## src/verilog/acicr_pkg.sv

```systemverilog
// Package for the clock input configuration register bank.
// Assumes byte-wide register access from the serial control port decoder.
package acicr_pkg;
	localparam int ADDR_W = 8;
	localparam logic [7:0] CLOCK_INPUT_CONTROL_OFS = 8'h2a;
	localparam logic [7:0] SYSREF_EDGE_POSITION_OFS = 8'h2c;
	localparam logic [7:0] FULL_SCALE_CODE_OFS = 8'h30;
	localparam logic [7:0] POWER_MODE_FIRST_OFS = 8'h37;
	localparam logic [7:0] TIMESTAMP_INPUT_CONTROL_OFS = 8'h3b;
	localparam logic [7:0] REFERENCE_OUTPUT_CONTROL_OFS = 8'h3c;
	localparam logic [7:0] CLOCK_INPUT_CONTROL_RST = 8'h00;
	localparam logic [23:0] SYSREF_EDGE_POSITION_RST = 24'h000000;
	localparam logic [15:0] FULL_SCALE_CODE_RST = 16'ha000;
	localparam logic [7:0] POWER_MODE_FIRST_RST = 8'h4b;
	localparam logic [7:0] TIMESTAMP_INPUT_CONTROL_RST = 8'h00;
	localparam logic [7:0] REFERENCE_OUTPUT_CONTROL_RST = 8'h01;
	localparam int SAMPLE_CLOCK_PECL_BIT = 2;
	localparam int SYSREF_PECL_BIT = 1;
	localparam int SYSREF_FLIP_BIT = 0;
	localparam int TIMESTAMP_PECL_BIT = 1;
	localparam int TIMESTAMP_RECV_BIT = 0;
	localparam int REF_OUT_ENABLE_BIT = 0;
	localparam logic [7:0] CLOCK_INPUT_CONTROL_MASK = 8'h07;
	localparam logic [7:0] TIMESTAMP_INPUT_CONTROL_MASK = 8'h03;
	localparam logic [7:0] REFERENCE_OUTPUT_CONTROL_MASK = 8'h01;
	localparam logic [7:0] POWER_MODE_LOW = 8'h46;
	localparam logic [7:0] POWER_MODE_HIGH = 8'h4b;
	localparam logic [15:0] FULL_SCALE_MIN_GOOD = 16'h2000;
	typedef enum logic [1:0] {ACICR_PM_HIGH, ACICR_PM_LOW, ACICR_PM_RESERVED} acicr_power_mode_t;
endpackage : acicr_pkg

```

## src/verilog/acicr_byte_lane.sv

```systemverilog
// One byte-wide configuration byte with write mask and reset value.
// Assumes write strobe and data synchronous to clock.
`timescale 1ns/1ps
module acicr_byte_lane #(
	parameter logic [7:0] RESET_VALUE = 8'h00,
	parameter logic [7:0] WRITE_MASK = 8'hff
) (
	input wire logic clock,
	input wire logic reset,
	input wire logic clockEnable,
	input wire logic writeStrobe,
	input wire logic [7:0] writeData,
	output logic [7:0] value
);
	logic [7:0] value_reg;
	logic [7:0] value_next;

	always_comb begin
		value_next = value_reg;
		if (writeStrobe && clockEnable)
			value_next = writeData & WRITE_MASK;
	end

	always_ff @(posedge clock) begin
		if (reset)
			value_reg <= RESET_VALUE;
		else
			value_reg <= value_next;
	end

	assign value = value_reg;
endmodule : acicr_byte_lane

```

## src/verilog/acicr_regs.sv

```systemverilog
// Clock input configuration register bank of a multi-channel converter.
// Assumes the serial control port delivers byte strobes with an 8-bit address.
// Function
// - Bit 2 of clock input control puts the sample clock input in PECL mode.
// - Bit 1 of clock input control puts the SYSREF input in PECL mode.
// - Bit 0 of clock input control inverts SYSREF before alignment use.
// - A 24-bit status field reports the captured SYSREF edge position.
// - A 16-bit full-scale code serves all channels, resetting to 0xa000.
// - The power mode code accepts 0x46 for low power and 0x4b for high performance.
// - Bit 1 of timestamp control puts the timestamp input in PECL mode.
// - The timestamp receiver is enabled only while bit 0 of timestamp control is set.
// - The reference clock output runs while its enable and the PLL enable are set.
// - The reference output enable resets to 1, register value 0x01.
`timescale 1ns/1ps
module acicr_regs #(
	parameter int POSITION_W = 24,
	parameter int RANGE_W = 16
) (
	input wire logic clock,
	input wire logic reset,
	input wire logic clockEnable,
	input wire logic writeStrobe,
	input wire logic readStrobe,
	input wire logic [7:0] address,
	input wire logic [7:0] writeData,
	output logic [7:0] readData,
	output logic readValid,
	input wire logic [POSITION_W-1:0] sysrefEdgePosition,
	input wire logic sysrefIn,
	input wire logic pllEnable,
	output logic samplePeclMode,
	output logic sysrefPeclMode,
	output logic sysrefAligned,
	output logic [RANGE_W-1:0] fullScaleCode,
	output logic lowPowerMode,
	output logic powerModeReserved,
	output logic rangeDegraded,
	output logic timestampPeclMode,
	output logic timestampReceiverEnable,
	output logic referenceClockEnable
);
	// The byte map below serves exactly these widths
	if (POSITION_W != 24 || RANGE_W != 16) begin : g_bad_widths
		$error("acicr_regs: widths must be 24 and 16");
	end

	logic [7:0] clockCtl;
	logic [7:0] powerCode;
	logic [7:0] stampCtl;
	logic [7:0] refCtl;
	logic [7:0] rangeLo;
	logic [7:0] rangeHi;
	logic [7:0] readByte;
	logic [7:0] readData_reg;
	logic [7:0] readData_next;
	logic readValid_reg;
	logic readValid_next;
	logic [POSITION_W-1:0] position_reg;
	logic [POSITION_W-1:0] position_next;
	logic sysrefAligned_reg;
	logic sysrefAligned_next;
	logic writeClock;
	logic writePower;
	logic writeStamp;
	logic writeRef;
	logic writeRangeLo;
	logic writeRangeHi;
	acicr_pkg::acicr_power_mode_t powerMode;

	// Byte-addressed: full-scale low byte at base, high byte at base+1
	assign writeClock = writeStrobe && address == acicr_pkg::CLOCK_INPUT_CONTROL_OFS;
	assign writePower = writeStrobe && address == acicr_pkg::POWER_MODE_FIRST_OFS;
	assign writeStamp = writeStrobe && address == acicr_pkg::TIMESTAMP_INPUT_CONTROL_OFS;
	assign writeRef = writeStrobe && address == acicr_pkg::REFERENCE_OUTPUT_CONTROL_OFS;
	assign writeRangeLo = writeStrobe && address == acicr_pkg::FULL_SCALE_CODE_OFS;
	assign writeRangeHi = writeStrobe && address == acicr_pkg::FULL_SCALE_CODE_OFS + 8'h01;

	// Reserved bits are held at zero whatever software writes
	acicr_byte_lane #(.RESET_VALUE(acicr_pkg::CLOCK_INPUT_CONTROL_RST),
		.WRITE_MASK(acicr_pkg::CLOCK_INPUT_CONTROL_MASK)) clockLane (
		.clock(clock), .reset(reset), .clockEnable(clockEnable),
		.writeStrobe(writeClock), .writeData(writeData), .value(clockCtl));
	acicr_byte_lane #(.RESET_VALUE(acicr_pkg::POWER_MODE_FIRST_RST)) powerLane (
		.clock(clock), .reset(reset), .clockEnable(clockEnable),
		.writeStrobe(writePower), .writeData(writeData), .value(powerCode));
	acicr_byte_lane #(.RESET_VALUE(acicr_pkg::TIMESTAMP_INPUT_CONTROL_RST),
		.WRITE_MASK(acicr_pkg::TIMESTAMP_INPUT_CONTROL_MASK)) stampLane (
		.clock(clock), .reset(reset), .clockEnable(clockEnable),
		.writeStrobe(writeStamp), .writeData(writeData), .value(stampCtl));
	acicr_byte_lane #(.RESET_VALUE(acicr_pkg::REFERENCE_OUTPUT_CONTROL_RST),
		.WRITE_MASK(acicr_pkg::REFERENCE_OUTPUT_CONTROL_MASK)) refLane (
		.clock(clock), .reset(reset), .clockEnable(clockEnable),
		.writeStrobe(writeRef), .writeData(writeData), .value(refCtl));
	acicr_byte_lane #(.RESET_VALUE(acicr_pkg::FULL_SCALE_CODE_RST[7:0])) rangeLoLane (
		.clock(clock), .reset(reset), .clockEnable(clockEnable),
		.writeStrobe(writeRangeLo), .writeData(writeData), .value(rangeLo));
	acicr_byte_lane #(.RESET_VALUE(acicr_pkg::FULL_SCALE_CODE_RST[15:8])) rangeHiLane (
		.clock(clock), .reset(reset), .clockEnable(clockEnable),
		.writeStrobe(writeRangeHi), .writeData(writeData), .value(rangeHi));

	always_comb begin
		unique case (powerCode)
			acicr_pkg::POWER_MODE_HIGH: powerMode = acicr_pkg::ACICR_PM_HIGH;
			acicr_pkg::POWER_MODE_LOW: powerMode = acicr_pkg::ACICR_PM_LOW;
			default: powerMode = acicr_pkg::ACICR_PM_RESERVED;
		endcase
	end

	// Controls follow the stored fields directly, except that pllEnable also gates the reference clock enable
	assign samplePeclMode = clockCtl[acicr_pkg::SAMPLE_CLOCK_PECL_BIT];
	assign sysrefPeclMode = clockCtl[acicr_pkg::SYSREF_PECL_BIT];
	assign fullScaleCode = {rangeHi, rangeLo};
	assign rangeDegraded = fullScaleCode < acicr_pkg::FULL_SCALE_MIN_GOOD;
	assign lowPowerMode = powerMode == acicr_pkg::ACICR_PM_LOW;
	assign powerModeReserved = powerMode == acicr_pkg::ACICR_PM_RESERVED;
	assign timestampPeclMode = stampCtl[acicr_pkg::TIMESTAMP_PECL_BIT];
	assign timestampReceiverEnable = stampCtl[acicr_pkg::TIMESTAMP_RECV_BIT];
	assign referenceClockEnable = refCtl[acicr_pkg::REF_OUT_ENABLE_BIT] & pllEnable;
	assign sysrefAligned = sysrefAligned_reg;
	assign readData = readData_reg;
	assign readValid = readValid_reg;

	// Unmapped addresses read as zero
	always_comb begin
		readByte = 8'h00;
		unique case (address)
			acicr_pkg::CLOCK_INPUT_CONTROL_OFS: readByte = clockCtl;
			acicr_pkg::SYSREF_EDGE_POSITION_OFS: readByte = position_reg[7:0];
			acicr_pkg::SYSREF_EDGE_POSITION_OFS + 8'h01: readByte = position_reg[15:8];
			acicr_pkg::SYSREF_EDGE_POSITION_OFS + 8'h02: readByte = position_reg[23:16];
			acicr_pkg::FULL_SCALE_CODE_OFS: readByte = rangeLo;
			acicr_pkg::FULL_SCALE_CODE_OFS + 8'h01: readByte = rangeHi;
			acicr_pkg::POWER_MODE_FIRST_OFS: readByte = powerCode;
			acicr_pkg::TIMESTAMP_INPUT_CONTROL_OFS: readByte = stampCtl;
			acicr_pkg::REFERENCE_OUTPUT_CONTROL_OFS: readByte = refCtl;
			default: readByte = 8'h00;
		endcase
	end

	// Read port, position capture and SYSREF polarity all hold while clockEnable is low
	always_comb begin
		readData_next = readData_reg;
		readValid_next = readValid_reg;
		position_next = position_reg;
		sysrefAligned_next = sysrefAligned_reg;
		if (clockEnable) begin
			readValid_next = readStrobe;
			if (readStrobe)
				readData_next = readByte;
			position_next = sysrefEdgePosition;
			sysrefAligned_next = sysrefIn ^ clockCtl[acicr_pkg::SYSREF_FLIP_BIT];
		end
	end

	always_ff @(posedge clock) begin
		if (reset) begin
			readData_reg <= 8'h00;
			readValid_reg <= 1'b0;
			position_reg <= acicr_pkg::SYSREF_EDGE_POSITION_RST;
			sysrefAligned_reg <= 1'b0;
		end else begin
			readData_reg <= readData_next;
			readValid_reg <= readValid_next;
			position_reg <= position_next;
			sysrefAligned_reg <= sysrefAligned_next;
		end
	end
endmodule : acicr_regs

```

## config.mk

```make
export PLATFORM = sky130hd
export DESIGN_NAME = acicr_regs
export DESIGN_NICKNAME = d
export VERILOG_FILES = /design/src/verilog/acicr_pkg.sv /design/src/verilog/acicr_byte_lane.sv /design/src/verilog/acicr_regs.sv
export SDC_FILE = /design/constraint.sdc
export NUM_CORES = 1
export LEC_CHECK = 0
export ABC_AREA = 1
export BUFFER_PORTS_ARGS = -buffer_cell sky130_fd_sc_hd__buf_4
export CORE_UTILIZATION = 35
export CTS_BUF_LIST = sky130_fd_sc_hd__clkbuf_16
export DETAILED_ROUTE_END_ITERATION = 8
export PLACE_DENSITY = 0.57
export SLEW_MARGIN = 20
export SYNTH_ARGS = -nofsm -noshare
export SYNTH_HDL_FRONTEND = slang
export SYNTH_HIERARCHICAL = 1
export SYNTH_SLANG_ARGS = --single-unit
```

## constraint.sdc

```tcl
create_clock -name clock -period 1.5 [get_ports clock]
set_input_delay 0.3 -clock clock [delete_from_list [all_inputs] [get_ports clock]]
set_output_delay 0.3 -clock clock [all_outputs]
set_load 0.02 [all_outputs]
```

---- Word-level counts from Yosys, hierarchy flattened ----
Cells that the tools add are included.
operators by class
  multipliers ............................. 0
  add/subtract/negate cells ............... 0
  multiplexer cells ....................... 2
  divide/modulo/power cells ............... 0
  shift operators ......................... 0
  reductions and logical operators ........ 13
  magnitude comparators ................... 1
  bitwise logic cells ..................... 2
  eq/ne operators ......................... 13
operators with widths
  kind                                                   number
  equality test 8 x 6 -> 1 bit (second input constant)   9
  case mux 8 bit (9 select lines)                        1
  equality test 8 x 7 -> 1 bit (second input constant)   2
  < comparator 16 x 14 -> 1 bit (second input constant)  1
  logical AND 1 bit                                      12
  case mux 2 bit (2 select lines)                        1
  equality test 2 x 1 -> 1 bit (second input constant)   1
  equality test 2 bit (second input constant)            1
  AND reduction 2 bit                                    1
  bitwise AND 1 bit                                      1
  XOR 1 bit                                              1
storage, ports and cells
  output and inout port bits .............. 34
  logic and storage cells ................. 41
  RAM bits ................................ 0
  input port bits ......................... 47
  bits in read-only memories .............. 0
  bits in latches ......................... 0
  register bits after elaboration ......... 64
  memories kept ........................... 0

---- Longest topological paths before layout ----
  depth after elaboration ................. 3
  gate-level depth with buffers ........... 11
  mapped depth without buffers ............ 9

---- Modules after synthesis ----
Netlist, hierarchy kept.
by module, submodules not included
  module                         instances  area each (um^2)  sequential area each (um^2)  cells an instance
  acicr_regs                     1          2073.2            680.7                        347
  acicr_byte_lane (rangeLoLane)  1          336.6             160.2                        51
  acicr_byte_lane (rangeHiLane)  1          321.6             160.2                        47
  acicr_byte_lane (powerLane)    1          311.5             160.2                        43
  acicr_byte_lane (clockLane)    1          167.7             60.1                         26
  acicr_byte_lane (stampLane)    1          136.4             40.0                         21
  acicr_byte_lane (refLane)      1          97.6              20.0                         14

---- Worst setup path after synthesis ----
Ideal clock, no wire load.
  path kind ............................... register -> output
  start ................................... reg powerLane.value_reg[4], in the netlist powerLane/value[4]
  end ..................................... out powerModeReserved
  required time ........................... 1.200 ns
  buffers on the path ..................... 0
  arrival ................................. 1.201 ns
  cell stages (with the launch flop) ...... 5
  setup slack ............................. -0.001 ns
  cells stage by stage .................... dfxtp_1 nor4_1 inv_1 nor2_1 a41oi_1
between the ends
  cells in the longest elaborated chain, start to end .. 3
  elaborated cells on any way between the ends .. 4
  those cells by class .................... eq/ne: 3; mux: 1
ends and longest elaborated chain
  element                              RTL line               RTL
  from (decl)                          acicr_byte_lane.sv:15  logic [7:0] value_reg;
  from (signal assigned)               acicr_byte_lane.sv:28  value_reg <= value_next;
  equality test 8 x 7 -> 1 bit         acicr_regs.sv:102      unique case (powerCode)
  case mux 2 bit (2 select lines) (*)  acicr_regs.sv:102
  equality test 2 bit (*)              acicr_regs.sv:115      assign powerModeReserved = powerMode == acicr_pkg::ACICR_PM_RESERVED;
  to (decl)                            acicr_regs.sv:36       output logic powerModeReserved,
Mark *: on every way between the ends. The rest lies on a longest branch, timed or not.

---- Worst setup path in the final report ----
Same ends and word-level chain as after synthesis.

==> impl_metrics.tcl <==
set metrics [dict create \
    rows 35 \
    required_ns 1.20 \
    p_sw_share_pct 23.4 \
    min_path_type "input pin to register" \
    seqPwrFrac_pct 40.3 \
    numPlacedInstances 761 \
    core-area_sq_um 9370 \
    antenna_cells 0 \
    arrival_ns 1.41 \
    synthXorXnorAreaFrac_pct 0.254 \
    status "finished, violations left" \
    hold_ws_ns 0.228 \
    routedWlPerCell_microns 13.0 \
    cts_root_buf "clkbuf_16" \
    cts.sinks 64 \
    synth.distinct_cells 24 \
    synthToLayoutAreaGrowth_pct 33.6 \
    crit_top_cell "buf_4" \
    post-route-drc-count 0 \
    dpl_cell_area_sq_um 4250 \
    cts_buffer_depth 2 \
    power.density_nw_per_um2 951 \
    cap_violations 0 \
    die_y_microns 101 \
    worstPathMaxFanout 2 \
    worst_slack_ns -0.212 \
    violations "negative setup slack" \
    ant_nets 0 \
    cpPeakStageDelay_ns 0.33 \
    fin_nets 691 \
    die-area_sq_um 10200 \
    antenna_found_initial 0 \
    synthCells 549 \
    crit_chain "nor4_4 > buf_4 > inv_2 > nor2_4 > a41oi_1 > buf_4" \
    synth_top_family_by_area "simple AND/OR/NAND/NOR gates" \
    yosys.area_share.simple_pct 43.7 \
    numCtsBuffers 9 \
    slowest_stage "dfxtp_2" \
    die_w_microns 101 \
    routed_via_density 4.60 \
    start_util_pct 36.8 \
    port_buffers 80 \
    grt_max_degree 33 \
    p_switching_mw 1.02 \
    p_comb_share_pct 8.2 \
    hold_viol 0 \
    slew_violations 0 \
    rrSetupSlack_ns 0.43 \
    power.total_mw 4.37 \
    fin_crit_sh_pct 114 \
    preCtsSetupSlack_ns -0.155 \
    synth_mux_area_share_pct 0 \
    setup_tns_ns -0.321 \
    ys.warnings.count 6 \
    track_usage_pct 21.0 \
    first_global_vias 3433 \
    routed_wl_microns 10100 \
    synth_area_per_cell_sq_um 6.27 \
    ir_drop_mv 0.534 \
    hpwl_microns 7640 \
    fin_cells 778 \
    grt_overflow_total 0 \
    start_kind "register" \
    num_vias 3575 \
    clk_latency_ns 0.33 \
    synth_compound_area_share_pct 5.38 \
    ios 81 \
    design_area_sq_um 4600 \
    rsz0062_at_grt "yes" \
    clkPwrFrac_pct 51.5 \
    cp-end-kind "output pin" \
    layout_min_cycle_time_ns 1.71 \
    largest_reg_flops 24 \
    dr.pass1.iters 4 \
    gp_congestion 0.843 \
    fmax_mhz 584 \
    cts_tree "yes" \
    setup_viol 2 \
    p_int_mw 3.35 \
    synth_adder_area_share_pct 0 \
    clk_pin_slew_ns 0.06 \
    fin_skew_ns 0.00742 \
    htree_levels 3 \
    ys_seq_area_share_pct 37.2 \
    drive_gt1_share_pct 23.0 \
    syn-cell-area_sq_um 3440 \
    ys_ff_latch 64 \
    drtIter0Drc 178 \
    path_class "register to output pin" \
    grt_pass1_wl_microns 16500 \
    p_leak_nw 2.34 \
    utilization_pct 49.1 \
]
timing repair:
action / CTS / global route
gates resized for setup: 5 / 2
setup endpoints to repair: 2 / 2
buffers inserted: 1 / 0
hold buffers: 0 / 0
worst max-delay path: cells and delay by family, from the launching register on:
family | cells | cell delay [ns]
DFF | 1 | 0.33
and+or+nand+nor | 2 | 0.34
buffers and inverters | 3 | 0.37
AOI/OAI and AO/OA | 1 | 0.05
cell usage after synthesis, drive strengths merged:
cell,number,area (sq um)
a211oi,1,7.51
inv,53,199
conb,3,11.3
clkinv,1,3.75
nand4,1,6.26
dfxtp,64,1280
nand3,88,440
xor2,1,8.76
o21ai,1,5.00
a21oi,32,164
nor3,1,5.00
nor2,90,378
nand2,173,669
clkbuf,8,30.0
buf,30,220
a41oi,1,8.76
nor4,1,6.26
metal layers:
layer | part of all wire [%] | routed length [microns] | vias to the layer above | GRT usage (%)
li1 | - | - | 1872 | -
met1 | 46 | 4690 | 1605 | 27.4
met2 | 47 | 4770 | 86 | 35.1
met3 | 5.2 | 532 | 12 | 3.86
met4 | 1.5 | 147 | 0 | 6.47
met5 | 0 | 0 | - | 0
kinds of logic after synthesis:
logic type             count (synthesis)
XOR/XNOR                               1
flip-flops                            64
AND/OR/NAND/NOR                      354
AO/OA/AOI/OAI                         35
buffers and inverters                 92
other                                  3
final timing paths:
path,from,endpoint,depth (start not counted)
hold / removal,sysrefEdgePosition[0],position_reg[0],3
hold reg to reg,position_reg[9],position_reg[9],2
setup / recovery,powerLane/value[4],powerModeReserved,6
setup reg to reg,powerLane/value[4],readData[4],7
cell type report:
class	instances	area (sq um)
sequential	64	1280
multi-input combinational	408	1790
tap	129	161
timing repair buffer	107	845
clock inverter	7	95.1
inverter	54	203
clock buffer	9	225
fill	1009	4770
placed cells by master (no fill, tap or decap), types with 3 or more instances in the layout:
| cell | count |
|---|---|
| a21oi_1 | 31 |
| buf_12 | 3 |
| buf_4 | 103 |
| clkbuf_16 | 9 |
| clkinvlp_4 | 3 |
| conb_1 | 18 |
| dfxtp_1 | 62 |
| inv_1 | 49 |
| inv_2 | 4 |
| nand2_1 | 165 |
| nand2_2 | 8 |
| nand3_1 | 88 |
| nor2_1 | 79 |
| nor2_2 | 7 |
| nor2_4 | 4 |
power by group through the flow:
stage                     registers, mW  clock network, mW  logic (mW)
after global placement             1.80                  0       0.355
after detailed placement           1.80                  0       0.359
after global routing               1.77               2.36       0.401
after floorplan                    1.80                  0       0.192
after CTS                          1.76               2.27       0.361
final                              1.76               2.25       0.360
No activity file was read; power rests on OpenSTA's default activity.
